[config.mk]
export PLATFORM = sky130hd
export DESIGN_NAME = omps_sequencer
export DESIGN_NICKNAME = d
export VERILOG_FILES = /design/src/rtl/omps_pkg.sv /design/src/rtl/omps_clk_gate.sv /design/src/rtl/omps_sequencer.sv
export SDC_FILE = /design/constraint.sdc
export NUM_CORES = 1
export LEC_CHECK = 0
export BUFFER_PORTS_ARGS = -buffer_cell sky130_fd_sc_hd__buf_2
export CAP_MARGIN = 10
export CORE_MARGIN = 4
export CORE_UTILIZATION = 40
export CTS_BUF_LIST = sky130_fd_sc_hd__clkbuf_16
export DETAILED_ROUTE_END_ITERATION = 8
export GPL_TIMING_DRIVEN = 0
export MAX_ROUTING_LAYER = met4
export PLACE_DENSITY = 0.73
export SLEW_MARGIN = 30
export SYNTH_ARGS = -nofsm -noshare
export SYNTH_HDL_FRONTEND = slang
export SYNTH_HIERARCHICAL = 1
export SYNTH_SLANG_ARGS = --single-unit
[constraint.sdc]
create_clock -name i_sys_clk -period 1.67 [get_ports i_sys_clk]
set_clock_uncertainty 0.1 [all_clocks]
set_input_delay 0.0835 -clock i_sys_clk [delete_from_list [all_inputs] [get_ports i_sys_clk]]
set_output_delay 0.0835 -clock i_sys_clk [all_outputs]
set_load 0.005 [all_outputs]
[src/rtl/omps_pkg.sv]
// package of the operating mode power sequencer
// assumes a single system clock domain and synchronous reset
package omps_pkg;

  // -------------------------------------------------------------------
  // operating modes and requests
  // -------------------------------------------------------------------
  typedef enum logic [2:0] {
    OMPS_FULL_ON,
    OMPS_ACTIVE,
    OMPS_SLEEP,
    OMPS_DEEP_SLEEP,
    OMPS_HIBERNATE
  } omps_mode_t;

  // -------------------------------------------------------------------
  // widths, field values and reset values
  // -------------------------------------------------------------------
  localparam int          OMPS_RATIO_W_DEF   = 6;
  localparam logic [5:0]  OMPS_RATIO_RST     = 6'h0a;
  localparam int          OMPS_REGULATOR_FREQUENCY_FIELD_W        = 2;
  localparam logic [1:0]  OMPS_REGULATOR_FREQUENCY_FIELD_OFF      = 2'h0;
  localparam logic [1:0]  OMPS_REGULATOR_FREQUENCY_FIELD_RST      = 2'h3;
  localparam int          OMPS_SYNC_STAGES   = 2;
  localparam int          OMPS_WAKE_N        = 3;
  localparam int          OMPS_WAKE_EXT      = 0;
  localparam int          OMPS_WAKE_RTC      = 1;
  localparam int          OMPS_WAKE_CAN      = 2;

  // -------------------------------------------------------------------
  // control bundle driven to the clock and power network
  // -------------------------------------------------------------------
  typedef struct packed {
    logic loop_on;
    logic loop_bypass;
    logic core_clk_en;
    logic sys_clk_en;
    logic core_pwr_on;
  } omps_ctrl_t;

  localparam omps_ctrl_t OMPS_CTRL_RST = '{1'b1, 1'b0, 1'b1, 1'b1, 1'b1};

endpackage : omps_pkg

[src/rtl/omps_clk_gate.sv]
// boundary-aligned clock enable for one gated clock
// assumes i_boundary pulses in the cycle that ends a gated clock period
`timescale 1ns/10ps
module omps_clk_gate (
  input  wire logic i_sys_clk,
  input  wire logic i_rst_n,
  input  wire logic i_ce,
  input  wire logic i_req_en,
  input  wire logic i_boundary,
  output logic      o_en
);

  // -------------------------------------------------------------------
  // enable only moves on a boundary, so no runt pulse is produced
  // -------------------------------------------------------------------
  always_ff @(posedge i_sys_clk) begin
    if (!i_rst_n) begin
      o_en <= 1'b1;
    end else if (i_ce && i_boundary) begin
      o_en <= i_req_en;
    end
  end

  a_gate_on_boundary: assert property (@(posedge i_sys_clk)
    disable iff (!i_rst_n)
    !(i_ce && i_boundary) |=> $stable(o_en))
    else $error("gate enable moved off a boundary");

endmodule : omps_clk_gate

[src/rtl/omps_sequencer.sv]
// operating mode power sequencer: mode machine, clock and power control
// assumes the loop control and regulator fields arrive from local logic
// on this clock; wakeup pins are asynchronous
`timescale 1ns/10ps

// How it works
// - the machine holds one of five modes, each with its own settings.
// - full-on runs the loop enabled and not bypassed.
// - reset lands the machine in full-on.
// - full-on clocks the core and every enabled peripheral.
// - active bypasses the loop so clocks run at the reference rate.
// - a ratio written outside full-on waits until full-on is entered.
// - active allows dma to level-1 memory.
// - sleep stops the core clock while loop and system clock run.
// - sleep wakeup goes to active if bypass is set, else full-on.
// - sleep refuses system dma to level-1 memory.
// - deep sleep stops both clocks; rtc wakes it to active.
// - a regulator frequency write of zero in full-on or active enters hibernate.
// - can, rtc or reset leave hibernate; rtc starts a reset sequence.
module omps_sequencer #(
  parameter int RATIO_W  = omps_pkg::OMPS_RATIO_W_DEF,
  parameter int PERIPH_N = 8
) (
  input  wire logic                        i_sys_clk,
  input  wire logic                        i_rst_n,
  input  wire logic                        i_ce,
  input  wire logic                        i_req_valid,
  input  wire omps_pkg::omps_mode_t        i_req_mode,
  input  wire logic                        i_loop_enable,
  input  wire logic                        i_bypass,
  input  wire logic                        i_ratio_wr,
  input  wire logic [RATIO_W-1:0]          i_ratio,
  input  wire logic                        i_regulator_frequency_field_wr,
  input  wire logic [omps_pkg::OMPS_REGULATOR_FREQUENCY_FIELD_W-1:0] i_regulator_frequency_field,
  input  wire logic                        i_ext_wake,
  input  wire logic                        i_rtc_wake,
  input  wire logic                        i_can_wake,
  input  wire logic                        i_core_boundary,
  input  wire logic                        i_sys_boundary,
  input  wire logic [PERIPH_N-1:0]         i_periph_en,
  output omps_pkg::omps_mode_t             o_mode,
  output omps_pkg::omps_ctrl_t             o_ctrl,
  output logic [RATIO_W-1:0]               o_ratio,
  output logic [PERIPH_N-1:0]              o_periph_clk_en,
  output logic                             o_dma_l1_allow,
  output logic                             o_hw_reset_seq
);
  import omps_pkg::*;

  // -------------------------------------------------------------------
  // elaboration checks
  // -------------------------------------------------------------------
  if (RATIO_W < 4 || RATIO_W > 6 || PERIPH_N < 1) begin : g_bad_param
    $error("RATIO_W must lie in 4..6 and PERIPH_N be at least 1");
  end

  // -------------------------------------------------------------------
  // wakeup synchronisers
  // -------------------------------------------------------------------
  logic [OMPS_WAKE_N-1:0] wake_meta_r;
  logic [OMPS_WAKE_N-1:0] wake_r;

  always_ff @(posedge i_sys_clk) begin
    if (!i_rst_n) begin
      wake_meta_r <= '0;
      wake_r      <= '0;
    end else if (i_ce) begin
      wake_meta_r <= {i_can_wake, i_rtc_wake, i_ext_wake};
      wake_r      <= wake_meta_r;
    end
  end

  // -------------------------------------------------------------------
  // mode machine
  // -------------------------------------------------------------------
  omps_mode_t mode_r;
  omps_mode_t mode_nxt;
  logic       loop_req_ok;
  logic       hib_req;
  logic       rst_seq_nxt;

  assign loop_req_ok = i_loop_enable;
  assign hib_req     = i_regulator_frequency_field_wr && (i_regulator_frequency_field == OMPS_REGULATOR_FREQUENCY_FIELD_OFF);

  always_comb begin
    mode_nxt    = mode_r;
    rst_seq_nxt = 1'b0;
    case (mode_r)
      OMPS_FULL_ON, OMPS_ACTIVE: begin
        if (hib_req) begin
          mode_nxt = OMPS_HIBERNATE;
        end else if (i_req_valid) begin
          case (i_req_mode)
            OMPS_FULL_ON, OMPS_SLEEP: begin
              // loop must be running first
              if (loop_req_ok) begin
                mode_nxt = i_req_mode;
              end
            end
            OMPS_ACTIVE:     mode_nxt = OMPS_ACTIVE;
            OMPS_DEEP_SLEEP: mode_nxt = OMPS_DEEP_SLEEP;
            default:         mode_nxt = mode_r;
          endcase
        end
      end
      OMPS_SLEEP: begin
        if (wake_r[OMPS_WAKE_EXT] || wake_r[OMPS_WAKE_RTC]) begin
          mode_nxt = i_bypass ? OMPS_ACTIVE : OMPS_FULL_ON;
        end
      end
      OMPS_DEEP_SLEEP: begin
        if (wake_r[OMPS_WAKE_RTC]) begin
          mode_nxt = OMPS_ACTIVE;
        end
      end
      OMPS_HIBERNATE: begin
        rst_seq_nxt = wake_r[OMPS_WAKE_RTC];
        if (wake_r[OMPS_WAKE_RTC] || wake_r[OMPS_WAKE_CAN]) begin
          mode_nxt = OMPS_FULL_ON;
        end
      end
      default: mode_nxt = OMPS_FULL_ON;
    endcase
  end

  always_ff @(posedge i_sys_clk) begin
    if (!i_rst_n) begin
      mode_r         <= OMPS_FULL_ON;
      o_hw_reset_seq <= 1'b0;
    end else if (i_ce) begin
      mode_r         <= mode_nxt;
      o_hw_reset_seq <= rst_seq_nxt;
    end
  end

  // -------------------------------------------------------------------
  // multiplier ratio: pending copy, applied on full-on entry
  // -------------------------------------------------------------------
  logic [RATIO_W-1:0] ratio_pend_r;

  always_ff @(posedge i_sys_clk) begin
    if (!i_rst_n) begin
      ratio_pend_r <= OMPS_RATIO_RST[RATIO_W-1:0];
    end else if (i_ce && i_ratio_wr) begin
      ratio_pend_r <= i_ratio;
    end
  end

  always_ff @(posedge i_sys_clk) begin
    if (!i_rst_n) begin
      o_ratio <= OMPS_RATIO_RST[RATIO_W-1:0];
    end else if (i_ce && mode_r == OMPS_FULL_ON && i_ratio_wr) begin
      o_ratio <= i_ratio;
    end else if (i_ce && mode_r != OMPS_FULL_ON
                 && mode_nxt == OMPS_FULL_ON) begin
      // last write wins if it lands in the entry cycle
      o_ratio <= i_ratio_wr ? i_ratio : ratio_pend_r;
    end
  end

  // -------------------------------------------------------------------
  // per-mode settings
  // -------------------------------------------------------------------
  omps_ctrl_t ctrl_req;

  always_comb begin
    ctrl_req = '0;
    case (mode_r)
      OMPS_FULL_ON: ctrl_req = '{1'b1, 1'b0, 1'b1, 1'b1, 1'b1};
      OMPS_ACTIVE:  ctrl_req = '{i_loop_enable, 1'b1, 1'b1, 1'b1, 1'b1};
      OMPS_SLEEP:   ctrl_req = '{1'b1, 1'b0, 1'b0, 1'b1, 1'b1};
      OMPS_DEEP_SLEEP: ctrl_req = '{1'b0, 1'b0, 1'b0, 1'b0, 1'b1};
      OMPS_HIBERNATE:  ctrl_req = '{1'b0, 1'b0, 1'b0, 1'b0, 1'b0};
      default:      ctrl_req = OMPS_CTRL_RST;
    endcase
  end

  // loop_on, loop_bypass, core_pwr_on; the gates own the clock enables
  logic [2:0] ctrl_r;
  logic       core_en;
  logic       sys_en;
  always_ff @(posedge i_sys_clk) begin
    if (!i_rst_n) begin
      ctrl_r <= {OMPS_CTRL_RST.loop_on, OMPS_CTRL_RST.loop_bypass,
                 OMPS_CTRL_RST.core_pwr_on};
    end else if (i_ce) begin
      ctrl_r <= {ctrl_req.loop_on, ctrl_req.loop_bypass,
                 ctrl_req.core_pwr_on};
    end
  end

  // -------------------------------------------------------------------
  // glitch-free clock enables
  // -------------------------------------------------------------------
  omps_clk_gate u_core_gate (
    .i_sys_clk  (i_sys_clk),
    .i_rst_n    (i_rst_n),
    .i_ce       (i_ce),
    .i_req_en   (ctrl_req.core_clk_en),
    .i_boundary (i_core_boundary),
    .o_en       (core_en)
  );

  omps_clk_gate u_sys_gate (
    .i_sys_clk  (i_sys_clk),
    .i_rst_n    (i_rst_n),
    .i_ce       (i_ce),
    .i_req_en   (ctrl_req.sys_clk_en),
    .i_boundary (i_sys_boundary),
    .o_en       (sys_en)
  );

  always_ff @(posedge i_sys_clk) begin
    if (!i_rst_n) begin
      o_periph_clk_en <= '0;
    end else if (i_ce && i_sys_boundary) begin
      o_periph_clk_en <= i_periph_en & {PERIPH_N{ctrl_req.sys_clk_en}};
    end
  end

  always_ff @(posedge i_sys_clk) begin
    if (!i_rst_n) begin
      o_dma_l1_allow <= 1'b1;
    end else if (i_ce) begin
      o_dma_l1_allow <= (mode_nxt == OMPS_FULL_ON)
                     || (mode_nxt == OMPS_ACTIVE);
    end
  end

  assign o_mode = mode_r;
  assign o_ctrl = '{ctrl_r[2], ctrl_r[1], core_en, sys_en, ctrl_r[0]};

  // -------------------------------------------------------------------
  // checks
  // -------------------------------------------------------------------
  a_reset_full_on: assert property (@(posedge i_sys_clk)
    $rose(i_rst_n) |-> mode_r == OMPS_FULL_ON)
    else $error("not in full-on after reset");
  a_sleep_wake_dir: assert property (@(posedge i_sys_clk)
    disable iff (!i_rst_n)
    (i_ce && mode_r == OMPS_SLEEP && wake_r[OMPS_WAKE_EXT])
    |=> mode_r == ($past(i_bypass) ? OMPS_ACTIVE : OMPS_FULL_ON))
    else $error("sleep wakeup took wrong mode");
  a_deep_rtc_act: assert property (@(posedge i_sys_clk)
    disable iff (!i_rst_n)
    (i_ce && mode_r == OMPS_DEEP_SLEEP && wake_r[OMPS_WAKE_RTC])
    |=> mode_r == OMPS_ACTIVE)
    else $error("deep sleep rtc wake not to active");
  a_hib_entry: assert property (@(posedge i_sys_clk)
    disable iff (!i_rst_n)
    (i_ce && mode_r == OMPS_FULL_ON && hib_req)
    |=> mode_r == OMPS_HIBERNATE ##1 !o_ctrl.core_pwr_on)
    else $error("regulator off did not enter hibernate");
  a_hib_rtc_reset: assert property (@(posedge i_sys_clk)
    disable iff (!i_rst_n)
    (i_ce && mode_r == OMPS_HIBERNATE && wake_r[OMPS_WAKE_RTC])
    |=> o_hw_reset_seq && mode_r == OMPS_FULL_ON)
    else $error("rtc wake from hibernate without reset sequence");
  a_loop_refuse: assert property (@(posedge i_sys_clk)
    disable iff (!i_rst_n)
    (i_ce && mode_r == OMPS_ACTIVE && !hib_req && i_req_valid
     && i_req_mode == OMPS_SLEEP && !i_loop_enable)
    |=> mode_r == OMPS_ACTIVE)
    else $error("sleep entered with loop disabled");
  a_ratio_pending: assert property (@(posedge i_sys_clk)
    disable iff (!i_rst_n)
    (i_ce && mode_r == OMPS_ACTIVE && i_ratio_wr && mode_nxt == OMPS_ACTIVE)
    |=> $stable(o_ratio))
    else $error("ratio applied outside full-on");
  a_full_on_ctrl: assert property (@(posedge i_sys_clk)
    disable iff (!i_rst_n)
    (i_ce && mode_r == OMPS_FULL_ON && mode_nxt == OMPS_FULL_ON) ##1 i_ce
    |=> o_ctrl.loop_on && !o_ctrl.loop_bypass)
    else $error("full-on loop setting wrong");
  a_active_bypass: assert property (@(posedge i_sys_clk)
    disable iff (!i_rst_n)
    (i_ce && mode_r == OMPS_ACTIVE) |=> o_ctrl.loop_bypass)
    else $error("active mode not bypassed");
  a_sleep_no_dma: assert property (@(posedge i_sys_clk)
    disable iff (!i_rst_n)
    (i_ce && mode_nxt == OMPS_SLEEP) |=> !o_dma_l1_allow)
    else $error("dma allowed in sleep");
  a_sleep_sys_run: assert property (@(posedge i_sys_clk)
    disable iff (!i_rst_n)
    (mode_r == OMPS_SLEEP && i_ce && i_sys_boundary && i_core_boundary)
    |=> o_ctrl.sys_clk_en && !o_ctrl.core_clk_en)
    else $error("sleep clock settings wrong");
  a_periph_gated: assert property (@(posedge i_sys_clk)
    disable iff (!i_rst_n)
    (i_ce && i_sys_boundary && mode_r == OMPS_FULL_ON)
    |=> o_periph_clk_en == $past(i_periph_en))
    else $error("enabled peripheral not clocked in full-on");

endmodule : omps_sequencer

== Word-level counts from Yosys, hierarchy flattened ==
Cells that the tools add are included.

* Register bits after elaboration: 36
* Input bits: 32

* Bitwise operators: 1
* Muxes and demuxes: 14
* Equal/unequal tests: 8
* Reduce and logical (&&, ||, !) cells: 19

{| class="wikitable"
|+ Operators with widths
! cell !! count
|-
| case mux 5 bit (4 select lines) || 1
|-
| 2-to-1 mux 3 bit || 6
|-
| 2-to-1 mux 6 bit || 3
|-
| == test 3 x 2 -> 1 bit, second input constant || 4
|-
| case mux 3 bit (4 select lines) || 1
|-
| == test 3 x 1 -> 1 bit, second input constant || 3
|-
| zero test 3 bit || 3
|-
| case mux 3 bit (3 select lines) || 1
|-
| AND 8 bit || 1
|-
| logical AND 1 bit || 8
|-
| OR reduction 2 bit || 2
|-
| == test 3 bit, second input constant || 1
|-
| logical OR 1 bit || 3
|-
| nonzero test 3 bit || 1
|-
| zero test 2 bit || 1
|-
| 2-to-1 mux 1 bit || 2
|-
| nonzero test 2 bit || 1
|}

== Longest topological paths before layout ==
Gate-level depths: netlist of run 1.

* Word-level depth: 10
* Gate-level depth with buffers: 8
* Gate-level depth less buffers: 5

== Hierarchy ==
Netlist of run 1, hierarchy kept.

{| class="wikitable"
|+ Modules (own cells, without submodules)
! module !! area an instance (um^2) !! cells an instance !! seq. area each (um^2) !! instances
|-
| omps_sequencer || 1621.6 || 177 || 680.7 || 1
|-
| omps_clk_gate || 42.5 || 4 || 20.0 || 2
|}

== Least setup slack after synthesis of run 1 ==
OpenSTA, ideal clock, no wires.

* Kind: reg2reg
* Start: register mode_r[1] (netlist: o_mode[1])
* End: register o_ratio[0]
* Clock period less this slack: 1.663 ns
* Data required time: 1.433 ns
* Stages on the path, launching flop included: 7
* Setup slack: 0.007 ns
* Arrival time: 1.426 ns
* Cells stage by stage: dfxtp_1 buf_2 nor3b_4 a21o_4 a211oi_4 a21o_1 a211oi_2

* Longest elaborated chain between the ends: 8

{| class="wikitable"
|+ RTL lines
! what !! line !! source
|-
| from (decl) || omps_sequencer.sv:76 || <nowiki>omps_mode_t mode_r;</nowiki>
|-
| from (signal assigned) || omps_sequencer.sv:131 || <nowiki>mode_r <= mode_nxt;</nowiki>
|-
| 2-to-1 mux 3 bit || omps_sequencer.sv:96 || <nowiki>if (loop_req_ok) begin</nowiki>
|-
| case mux 3 bit (3 select lines) || omps_sequencer.sv:93 || <nowiki>case (i_req_mode)</nowiki>
|-
| 2-to-1 mux 3 bit || omps_sequencer.sv:92 || <nowiki>end else if (i_req_valid) begin</nowiki>
|-
| 2-to-1 mux 3 bit || omps_sequencer.sv:90 || <nowiki>if (hib_req) begin</nowiki>
|-
| case mux 3 bit (4 select lines) || omps_sequencer.sv:88 || <nowiki>case (mode_r)</nowiki>
|-
| zero test 3 bit || omps_sequencer.sv:155 || <nowiki>&& mode_nxt == OMPS_FULL_ON) begin</nowiki>
|-
| logical AND 1 bit || omps_sequencer.sv:155 ||
|-
| nonzero test 2 bit (no source line) || n/a ||
|-
| to (signal assigned) || omps_sequencer.sv:151 || <nowiki>o_ratio <= OMPS_RATIO_RST[RATIO_W-1:0];</nowiki>
|-
| to (signal assigned) || omps_sequencer.sv:153 || <nowiki>o_ratio <= i_ratio;</nowiki>
|-
| to (signal assigned) || omps_sequencer.sv:157 || <nowiki>o_ratio <= i_ratio_wr ? i_ratio : ratio_pend_r;</nowiki>
|-
| to (decl) || omps_sequencer.sv:43 || <nowiki>output logic [RATIO_W-1:0] o_ratio,</nowiki>
|}

Parallel ways exist; a longest one is shown, timed or not.
A chain may end at the register's enable or synchronous reset.

== Worst setup path after layout of run 1 ==
* Start: register mode_r[2] (netlist: o_mode[2])
* End: register o_ratio[1]

Same word-level chain as after synthesis.

==> results of run 1 <==
-- cell usage in the layout (no fill, tap or decap), types with 3 or more instances in the layout --
master and count:
and3b_1 3, dlygate4sd3_1 22, a211oi_1 7, buf_6 6, clkbuf_1 3, clkbuf_16 5
dfxtp_1 32, a211oi_2 5, buf_2 55, nor2_1 17, mux2i_1 11, a21oi_1 16
nand3_1 12, nand2_1 25, inv_1 4, buf_4 7
-- power by group through the flow --
stage / sequential (mW) / clock, mW / combinational (mW)
floorplan: 0.963 / 0 / 0.219
global placement: 0.961 / 0 / 0.339
detailed placement: 0.963 / 0 / 0.346
CTS: 0.946 / 1.05 / 0.413
global route: 0.953 / 1.08 / 0.474
finish: 0.946 / 1.03 / 0.431
-- final timing paths --
kind / start / to / slack (ns) / depth (start not counted)
worst max-delay path: o_mode[2] / o_ratio[1] / 0.02 / 6
worst min-delay path: i_ce / u_core_gate/o_en / 0.02 / 3
worst max register to register: o_mode[2] / o_ratio[1] / 0.02 / 6
worst min register to register: o_periph_clk_en[7] / o_periph_clk_en[7] / 0.35 / 2
-- cell type report --
cell class	instances	area (um^2)
repair buffers	83	551
inverters	5	26.3
flip-flops and latches	36	731
clock inverters	3	38.8
well taps	50	62.6
multi-input cells	132	930
clock buffers	5	125
plain buffers	12	83.8
fillers	328	1510
-- registers in the layout (all words and copies together) (netlist names) --
signal	count
o_ratio	6
wake_meta_r	3
ratio_pend_r	6
ctrl_r	3
o_periph_clk_en	8
o_dma_l1_allow	1
wake_r	3
o_hw_reset_seq	1
u_core_gate/o_en	1
u_sys_gate/o_en	1
o_mode	3
-- cells by family after synthesis --
kind of cell | count (synthesis)
flops | 36
buf+inv | 17
simple gates | 74
mux | 12
compound gates | 46
-- per-layer routing --
metal  GRT usage (%)  vias up
met5               -        -
met4            7.04        0
met3            4.38        8
met2            29.8       47
met1            22.0      758
li1                -      840
-- worst min-delay path, stage by stage --
cell and delay, ns:
buf_2 0.12, a21oi_1 0.08, o21ai_2 0.09
-- what timing repair did --
action | in CTS | in global routing
setup buffers | 5 | 2
endpoints found under the hold margin | 20 | 0
hold buffers | 22 | 0
setup endpoints to repair | 9 | 6
pin swaps | 2 | 6
gates resized for setup | 12 | 9
-- through the flow --
step / TNS, ns / std cells
global route: -0.108 / 326
floorplan: 0 / 185
CTS: 0 / 324
global placement: -1.09 / 289
detailed placement: -1.35 / 289
finish: 0 / 326
==> results.cfg, run 1 <==
[status]
status = finished, final reports clean

[cts]
clk_pin_slew_ns = 0.05
cts-root-buf = clkbuf_16
worst_skew_pair.late_latency_ns = 0.28
clock-sinks = 36
cts_max_level = 2
cts-buffers-inserted = 5
cts_tree = built
ctsLongestPathBuffers = 2

[power_and_ir_drop]
sw_frac_of_total_pct = 24.0
p_seq_share_pct = 39.3
p_int_mw = 1.83
p_per_area_mw_per_mm2 = 944
p_switching_mw = 0.577
pwr-share-clk_pct = 42.7
p_leak_nw = 1.11
peakVddDrop_uv = 531
power_frac_comb_pct = 17.9
power_mw = 2.40

[yosys]
synth_common_cells = dfxtp_1, nand2_1, nor2_1
synth_async_sr_flop_share_pct = 0
synth_area_leaders = dfxtp_1, mux2i_1, nand2_1, a21oi_1, nor2_1
yosysUniqueCellTypes = 44
synth_top_area_share_pct = 42.2
synth_seq_cells = 36
synth.avg_cell_area_um2 = 9.23
syn_nets = 217
synth_ff_type = dfxtp_1
synth_top_family_by_area = compound AO/OA/AOI/OAI gates
syn-cell-area_mm2 = 0.00171
yosys.cell_count.top_type = dfxtp_1
synth_enable_flop_cells = 0
synth_cells = 185
synth_warnings = 6
synth_fa_ha_area_share_pct = 0
synthMuxAreaShare_pct = 7.11
synth_compound_area_share_pct = 22.9
synth-simple-area-share_pct = 22.1
yosysTopAreaCell = dfxtp_1
synthXorXnorAreaFrac_pct = 0
yosysSeqAreaShare_pct = 42.2

[finish]
drive_above_1_share_pct = 37.7
nets = 307
syn2layout_area_growth_pct = 49.3
final_util_pct = 62.8
postLayoutCellArea_mm2 = 0.00255
n_antenna_cell = 0

[sta]
hold_ws_ns = 0.0237
hold_violations = 0
finalCriticalPeriod_ns = 1.65
post-route-period-util_pct = 98.9
tightest_slew_ns = 0.575
slew-limit-headroom_pct = 61.6
setup_violations = 0
fmax_ghz = 0.605
rsz0062_at_grt = true
slew_viol_final = 0
layout_setup_ws_ns = 0.0180

[global_route]
antenna_found_initial = 0
grt_use_total_pct = 18.4
first_global_vias = 1663
grt_pass1_wl_um = 7410
grt.overflow.total = 0
grt_max_degree = 12

[floorplanning]
die_x_um = 73.3
initial_utilization_pct = 42.1
io_pins = 56
die-area_mm2 = 0.00538
die_h_um = 73.3
core_area_mm2 = 0.00406
num_rows = 23

[critical_path]
cp.arrival_ns = 1.72
critPathCaptureType = flip-flop
path_buf_inv = 1
cp_top_family = compound AO/OA/AOI/OAI gates
cp_max_fo = 6
critPathSlowestCell = dfxtp_4
path_cells = nor3b_4 > a21o_4 > a211oi_4 > buf_6 > and4_4 > nor4_4
worst_setup_path_start_kind = flip-flop
worstPathRequired_ns = 1.74
critPathMaxStageDelay_ns = 0.37
critPathKind = flip-flop to flip-flop

[routing]
wirelength_um = 4470
drc = 0
dr_wl_met2_um = 2210
drtIter0Drc = 109
wire_per_inst_um = 13.7
via_per_inst = 5.07
drt-met1-wl_um = 1910
drtPass1Iterations = 5
drtAntennaViolNets = 0
top_layer = met4
route.met3.wl_um = 240
vias = 1653

[placement]
portBuffers = 54
dp_hpwl_um = 3040
place_ws_ns = -0.247
gp_congestion = 0.828
place_area_mm2 = 0.00204

[job]
max_cap_violations = 0

[worst_hold_path]
min_path_type = input port to flip-flop
Note: power is estimated with default switching activity, not from simulation.
==> inputs of run 2 (changes only) <==
--- a/config.mk
+++ b/config.mk
@@ -10,6 +10,7 @@
 export CORE_MARGIN = 4
 export CORE_UTILIZATION = 40
 export CTS_BUF_LIST = sky130_fd_sc_hd__clkbuf_16
+export CTS_CLUSTER_SIZE = 16
 export DETAILED_ROUTE_END_ITERATION = 8
 export GPL_TIMING_DRIVEN = 0
 export MAX_ROUTING_LAYER = met4
==> constraint.sdc (replaced) <==
create_clock -name i_sys_clk -period 1.41 [get_ports i_sys_clk]
set_clock_uncertainty 0.1 [all_clocks]
set_input_delay 0.0705 -clock i_sys_clk [delete_from_list [all_inputs] [get_ports i_sys_clk]]
set_output_delay 0.0705 -clock i_sys_clk [all_outputs]
set_load 0.005 [all_outputs]
==> results.cfg, run 2 (synthesis results as in run 1) <==
[status]
status = finished with violations
violations = negative setup slack

[sta]
tightest_slew_ns = 0.660
finalCriticalPeriod_ns = 1.63
slew-limit-headroom_pct = 56.0
slew_viol_final = 0
fmax_ghz = 0.614
rsz0062_at_grt = true
hold_violations = 0
setup_violations = 22
hold_ws_ns = 0.0286
post-route-period-util_pct = 116
layout_setup_ws_ns = -0.220

[placement]
dp_cells = 289
place_ws_ns = -0.412
gp_congestion = 0.794
dp_hpwl_um = 2910
portBuffers = 54
place_area_mm2 = 0.00205

[worst_hold_path]
min_path_type = input port to flip-flop

[finish]
postLayoutCellArea_mm2 = 0.00288
finalNonFillerCells = 344
final_common_cell = buf_2
n_antenna_cell = 0
largest_register_ffs = 8
reg_top3 = o_periph_clk_en: 8 flops, o_ratio: 6 flops, ratio_pend_r: 6 flops
drive_above_1_share_pct = 50.7
final_cell_mix = buf_2, dfxtp_1, nand2_1
fillers = 284
top_register = o_periph_clk_en
syn2layout_area_growth_pct = 68.8
nets = 325

[cts]
clock-sinks = 36
cts-buffers-inserted = 5
clk_pin_slew_ns = 0.06
cts_max_level = 2
worst_skew_pair.late_latency_ns = 0.28
ctsLongestPathBuffers = 2
cts-root-buf = clkbuf_16
cts_tree = built

[power_and_ir_drop]
peakVddDrop_uv = 747
p_per_area_mw_per_mm2 = 1050
p_leak_nw = 1.21

[critical_path]
critPathSlowestCell = dfxtp_4
worst_setup_path_start_kind = flip-flop
critPathMaxStageDelay_ns = 0.40
cp_max_fo = 6
worstPathRequired_ns = 1.48
critPathKind = flip-flop to flip-flop
cp.arrival_ns = 1.69
path_cells = inv_6 > a2111oi_4 > buf_4 > a31oi_1 > a221o_1
critPathCaptureType = flip-flop

[floorplanning]
initial_utilization_pct = 42.1
core_area_mm2 = 0.00406
die_x_um = 73.3
num_rows = 23
io_pins = 56
die_h_um = 73.3
die-area_mm2 = 0.00538

[routing]
drtAntennaViolNets = 0
wirelength_um = 5540
wire_per_inst_um = 16.1
drtPass1Iterations = 4
drtIter0Drc = 125
drc = 0
via_per_inst = 5.27
vias = 1812

[global_route]
first_global_vias = 1669
antenna_found_initial = 0
grt_max_degree = 12
grt.overflow.total = 0
grt_pass1_wl_um = 7690
grt_use_total_pct = 18.8

[job]
max_cap_violations = 0
==> run 2: cell count changes in the layout (fill, tap and decap cells not counted), sizes merged <==
cell	before	now
buf	70	87
o2111ai	1	2
a21oi	17	18
dlygate4sd3	22	21
inv	6	5
clkinv	1	2
==> run 2: layout make-up <==
| type | instances | area (um^2) | share of cell area [%] |
|---|---|---|---|
| multi-input cells | 134 | 1090 | 37.9 |
| flip-flops and latches | 36 | 731 | 25.4 |
| repair buffers | 99 | 712 | 24.7 |
| clock buffers | 5 | 125 | 4.34 |
| plain buffers | 12 | 93.8 | 3.26 |
| well taps | 50 | 62.6 | 2.17 |
| clock inverters | 3 | 37.5 | 1.30 |
| inverters | 5 | 26.3 | 0.912 |
==> run 2: through the flow <==
stage | total power, mW | utilization (%) | TNS, ns
3_5_place_dp | 1.55 | 50.6 | -4.26
4_1_cts | 2.90 | 64.2 | -1.38
2_1_floorplan | 1.40 | - | -1.23
3_3_place_gp | 1.55 | 50.6 | -4.31
5_1_grt | 3.14 | 71.0 | -4.54
6_report | 3.03 | 71.0 | -3.29
==> run 2: worst max-delay path, delay by kind of cell (launching register included) <==
kind / cells / cell delay, ns
AO/OA/AOI/OAI: 3 / 0.77
flip-flops: 1 / 0.40
buffers and inverters: 2 / 0.25
==> run 2: report_power, final <==
part	switching [mW]	total, mW	internal (mW)
registers	0.0443	1.12	1.08
clock network	0.414	1.23	0.821
logic	0.322	0.674	0.352
total	0.780	3.03	2.25
==> run 2: final timing paths <==
kind,startpoint,to,slack (ns),cells past startpoint
setup / recovery,o_mode[0],o_dma_l1_allow,-0.22,5
hold / removal,i_sys_boundary,u_sys_gate/o_en,0.03,3
setup reg to reg,o_mode[0],o_dma_l1_allow,-0.22,5
hold reg to reg,ratio_pend_r[0],ratio_pend_r[0],0.36,2
==> run 2: repair_timing <==
action / 4_1_cts / 5_1_grt
resized for setup: 18 / 36
pin swaps: 13 / 24
cloned: 0 / 2
hold endpoints to repair: 20 / 1
endpoints found under the setup margin: 18 / 23
buffers inserted: 12 / 12
hold buffers: 21 / 1
==> run 2: layer usage <==
layer | GRT usage, % | routed length, um
met5 | - | 0
met4 | 5.63 | 105
met3 | 4.24 | 251
met2 | 30.2 | 2730
met1 | 23.7 | 2450
==> inputs of run 3 (changes only) <==
--- a/config.mk
+++ b/config.mk
@@ -7,7 +7,6 @@
 export LEC_CHECK = 0
 export BUFFER_PORTS_ARGS = -buffer_cell sky130_fd_sc_hd__buf_2
 export CAP_MARGIN = 10
-export CORE_MARGIN = 4
 export CORE_UTILIZATION = 40
 export CTS_BUF_LIST = sky130_fd_sc_hd__clkbuf_16
 export CTS_CLUSTER_SIZE = 16
@@ -15,6 +14,7 @@
 export GPL_TIMING_DRIVEN = 0
 export MAX_ROUTING_LAYER = met4
 export PLACE_DENSITY = 0.73
+export RECOVER_POWER = 100
 export SLEW_MARGIN = 30
 export SYNTH_ARGS = -nofsm -noshare
 export SYNTH_HDL_FRONTEND = slang
==> results.cfg, run 3 (synthesis results as in run 1) <==
[status]
status = finished with violations
violations = negative hold slack, negative setup slack

[job]
max_cap_violations = 0

[finish]
reg_top3 = o_periph_clk_en: 8 flops, o_ratio: 6 flops, ratio_pend_r: 6 flops
drive_above_1_share_pct = 38.4
syn2layout_area_growth_pct = 54.3
fillers = 320
top_register = o_periph_clk_en
n_antenna_cell = 0
nets = 312
final_util_pct = 64.9
largest_register_ffs = 8
final_common_cell = buf_2
final_cell_mix = buf_2, dfxtp_1, nand2_1

[power_and_ir_drop]
p_switching_mw = 0.720
power_frac_comb_pct = 20.9
p_per_area_mw_per_mm2 = 1030
p_seq_share_pct = 41.5
p_int_mw = 2.00
p_leak_nw = 1.09
pwr-share-clk_pct = 37.6
peakVddDrop_uv = 586
sw_frac_of_total_pct = 26.5

[sta]
slew-limit-headroom_pct = 61.1
hold_violations = 1
hold_ws_ns = -0.0154
setup_violations = 14
post-route-period-util_pct = 117
rsz0062_at_grt = true
slew_viol_final = 0
layout_setup_ws_ns = -0.246
tightest_slew_ns = 0.583
finalCriticalPeriod_ns = 1.66
fmax_ghz = 0.604

[routing]
vias = 1735
via_per_inst = 5.24
drtIter0Drc = 88
drc = 0
wire_per_inst_um = 15.1
drtAntennaViolNets = 0
drtPass1Iterations = 4
wirelength_um = 5000

[cts]
cts-root-buf = clkbuf_16
ctsLongestPathBuffers = 2
clk_pin_slew_ns = 0.05
cts_tree = built
worst_skew_pair.late_latency_ns = 0.28
cts-buffers-inserted = 5
cts_max_level = 2
clock-sinks = 36

[floorplanning]
core_area_mm2 = 0.00406
die_h_um = 67.3
die_x_um = 67.3
initial_utilization_pct = 42.1
io_pins = 56
num_rows = 23
die-area_mm2 = 0.00453

[critical_path]
cp_max_fo = 5
rr_endpoint = o_ratio[1]
worst_setup_path_start_kind = flip-flop
reg2reg_depth = 5
critPathKind = flip-flop to flip-flop
worstPathRequired_ns = 1.47
cp.arrival_ns = 1.72
rrSetupSlack_ns = -0.25
startpoint = o_mode[2]
worstSetupEndpoint = o_ratio[1]
r2r-start = o_mode[2]
critPathCaptureType = flip-flop

[global_route]
met3_usage_pct = 4.73
antenna_found_initial = 0
first_global_vias = 1540
met2_usage_pct = 35.8
grt_max_degree = 11
busiest_layer = met2
grt.overflow.total = 0
grt_pass1_wl_um = 7010
grt_use_total_pct = 21.9
met1_usage_pct = 25.5

[placement]
portBuffers = 54
gp_congestion = 0.829
dp_hpwl_um = 2910

[worst_hold_path]
min_path_type = input port to flip-flop
[run 3: how the worst min path moves through the flow]
stage               startpoint               end  slack [ns]  cells past startpoint
3_3_place_gp        i_ratio[1]   ratio_pend_r[1]        0.20                      3
2_1_floorplan          i_rst_n  u_core_gate/o_en        0.03                      1
3_5_place_dp        i_can_wake    wake_meta_r[2]        0.21                      3
6_report       i_core_boundary  u_core_gate/o_en       -0.02                      3
4_1_cts                i_rst_n  u_core_gate/o_en       -0.05                      2
5_1_grt        i_core_boundary  u_core_gate/o_en        0.02                      3
[run 3: critical path, stage by stage, from the launching register on]
cell and delay, ns:
dfxtp_4 0.37, nor3b_4 0.17, a21o_4 0.23, a211oi_4 0.33, and4_4 0.29, nor4_4 0.05
[run 3: stage by stage]
step / std cells / total power, mW / setup WS, ns / setup TNS, ns / cell area, um^2
floorplan: 185 / 1.40 / -0.214 / -1.23 / 1720
global placement: 289 / 1.54 / -0.417 / -4.47 / 2050
finish: 331 / 2.72 / -0.246 / -1.68 / 2630
CTS: 324 / 2.68 / -0.236 / -1.34 / 2510
global route: 331 / 2.83 / -0.321 / -2.44 / 2630
detailed placement: 289 / 1.55 / -0.423 / -4.59 / 2050
[run 3: cell type report]
class | count | area (um^2) | area share, %
Tap cell | 50 | 62.6 | 2.38
Clock inverter | 3 | 11.3 | 0.428
Clock buffer | 5 | 125 | 4.75
Sequential cell | 36 | 733 | 27.8
Multi-Input combinational cell | 134 | 1030 | 39.0
Buffer | 10 | 62.6 | 2.38
Timing Repair Buffer | 88 | 583 | 22.1
Inverter | 5 | 28.8 | 1.09
[run 3: layer usage]
layer  vias up  part of all wire [%]
li1        857                     -
met3        11                   3.9
met4         0                   1.7
met2        39                    50
met5         -                     0
met1       828                    45
[run 3: power groups by stage]
stage                     logic (mW)  clock network (mW)  registers [mW]
after floorplan                0.262                   0            1.14
after global placement         0.403                   0            1.14
after global routing           0.612                1.09            1.13
after detailed placement       0.409                   0            1.14
final                          0.569                1.02            1.13
after CTS                      0.510                1.04            1.12
[run 3: timing repair]
action / in CTS / in global routing
setup buffers: 8 / 7
resized for setup: 17 / 20
hold buffers: 19 / 1
pin swaps: 8 / 15
endpoints found under the hold margin: 20 / 3
setup endpoints to repair: 19 / 19
cloned: 1 / 1
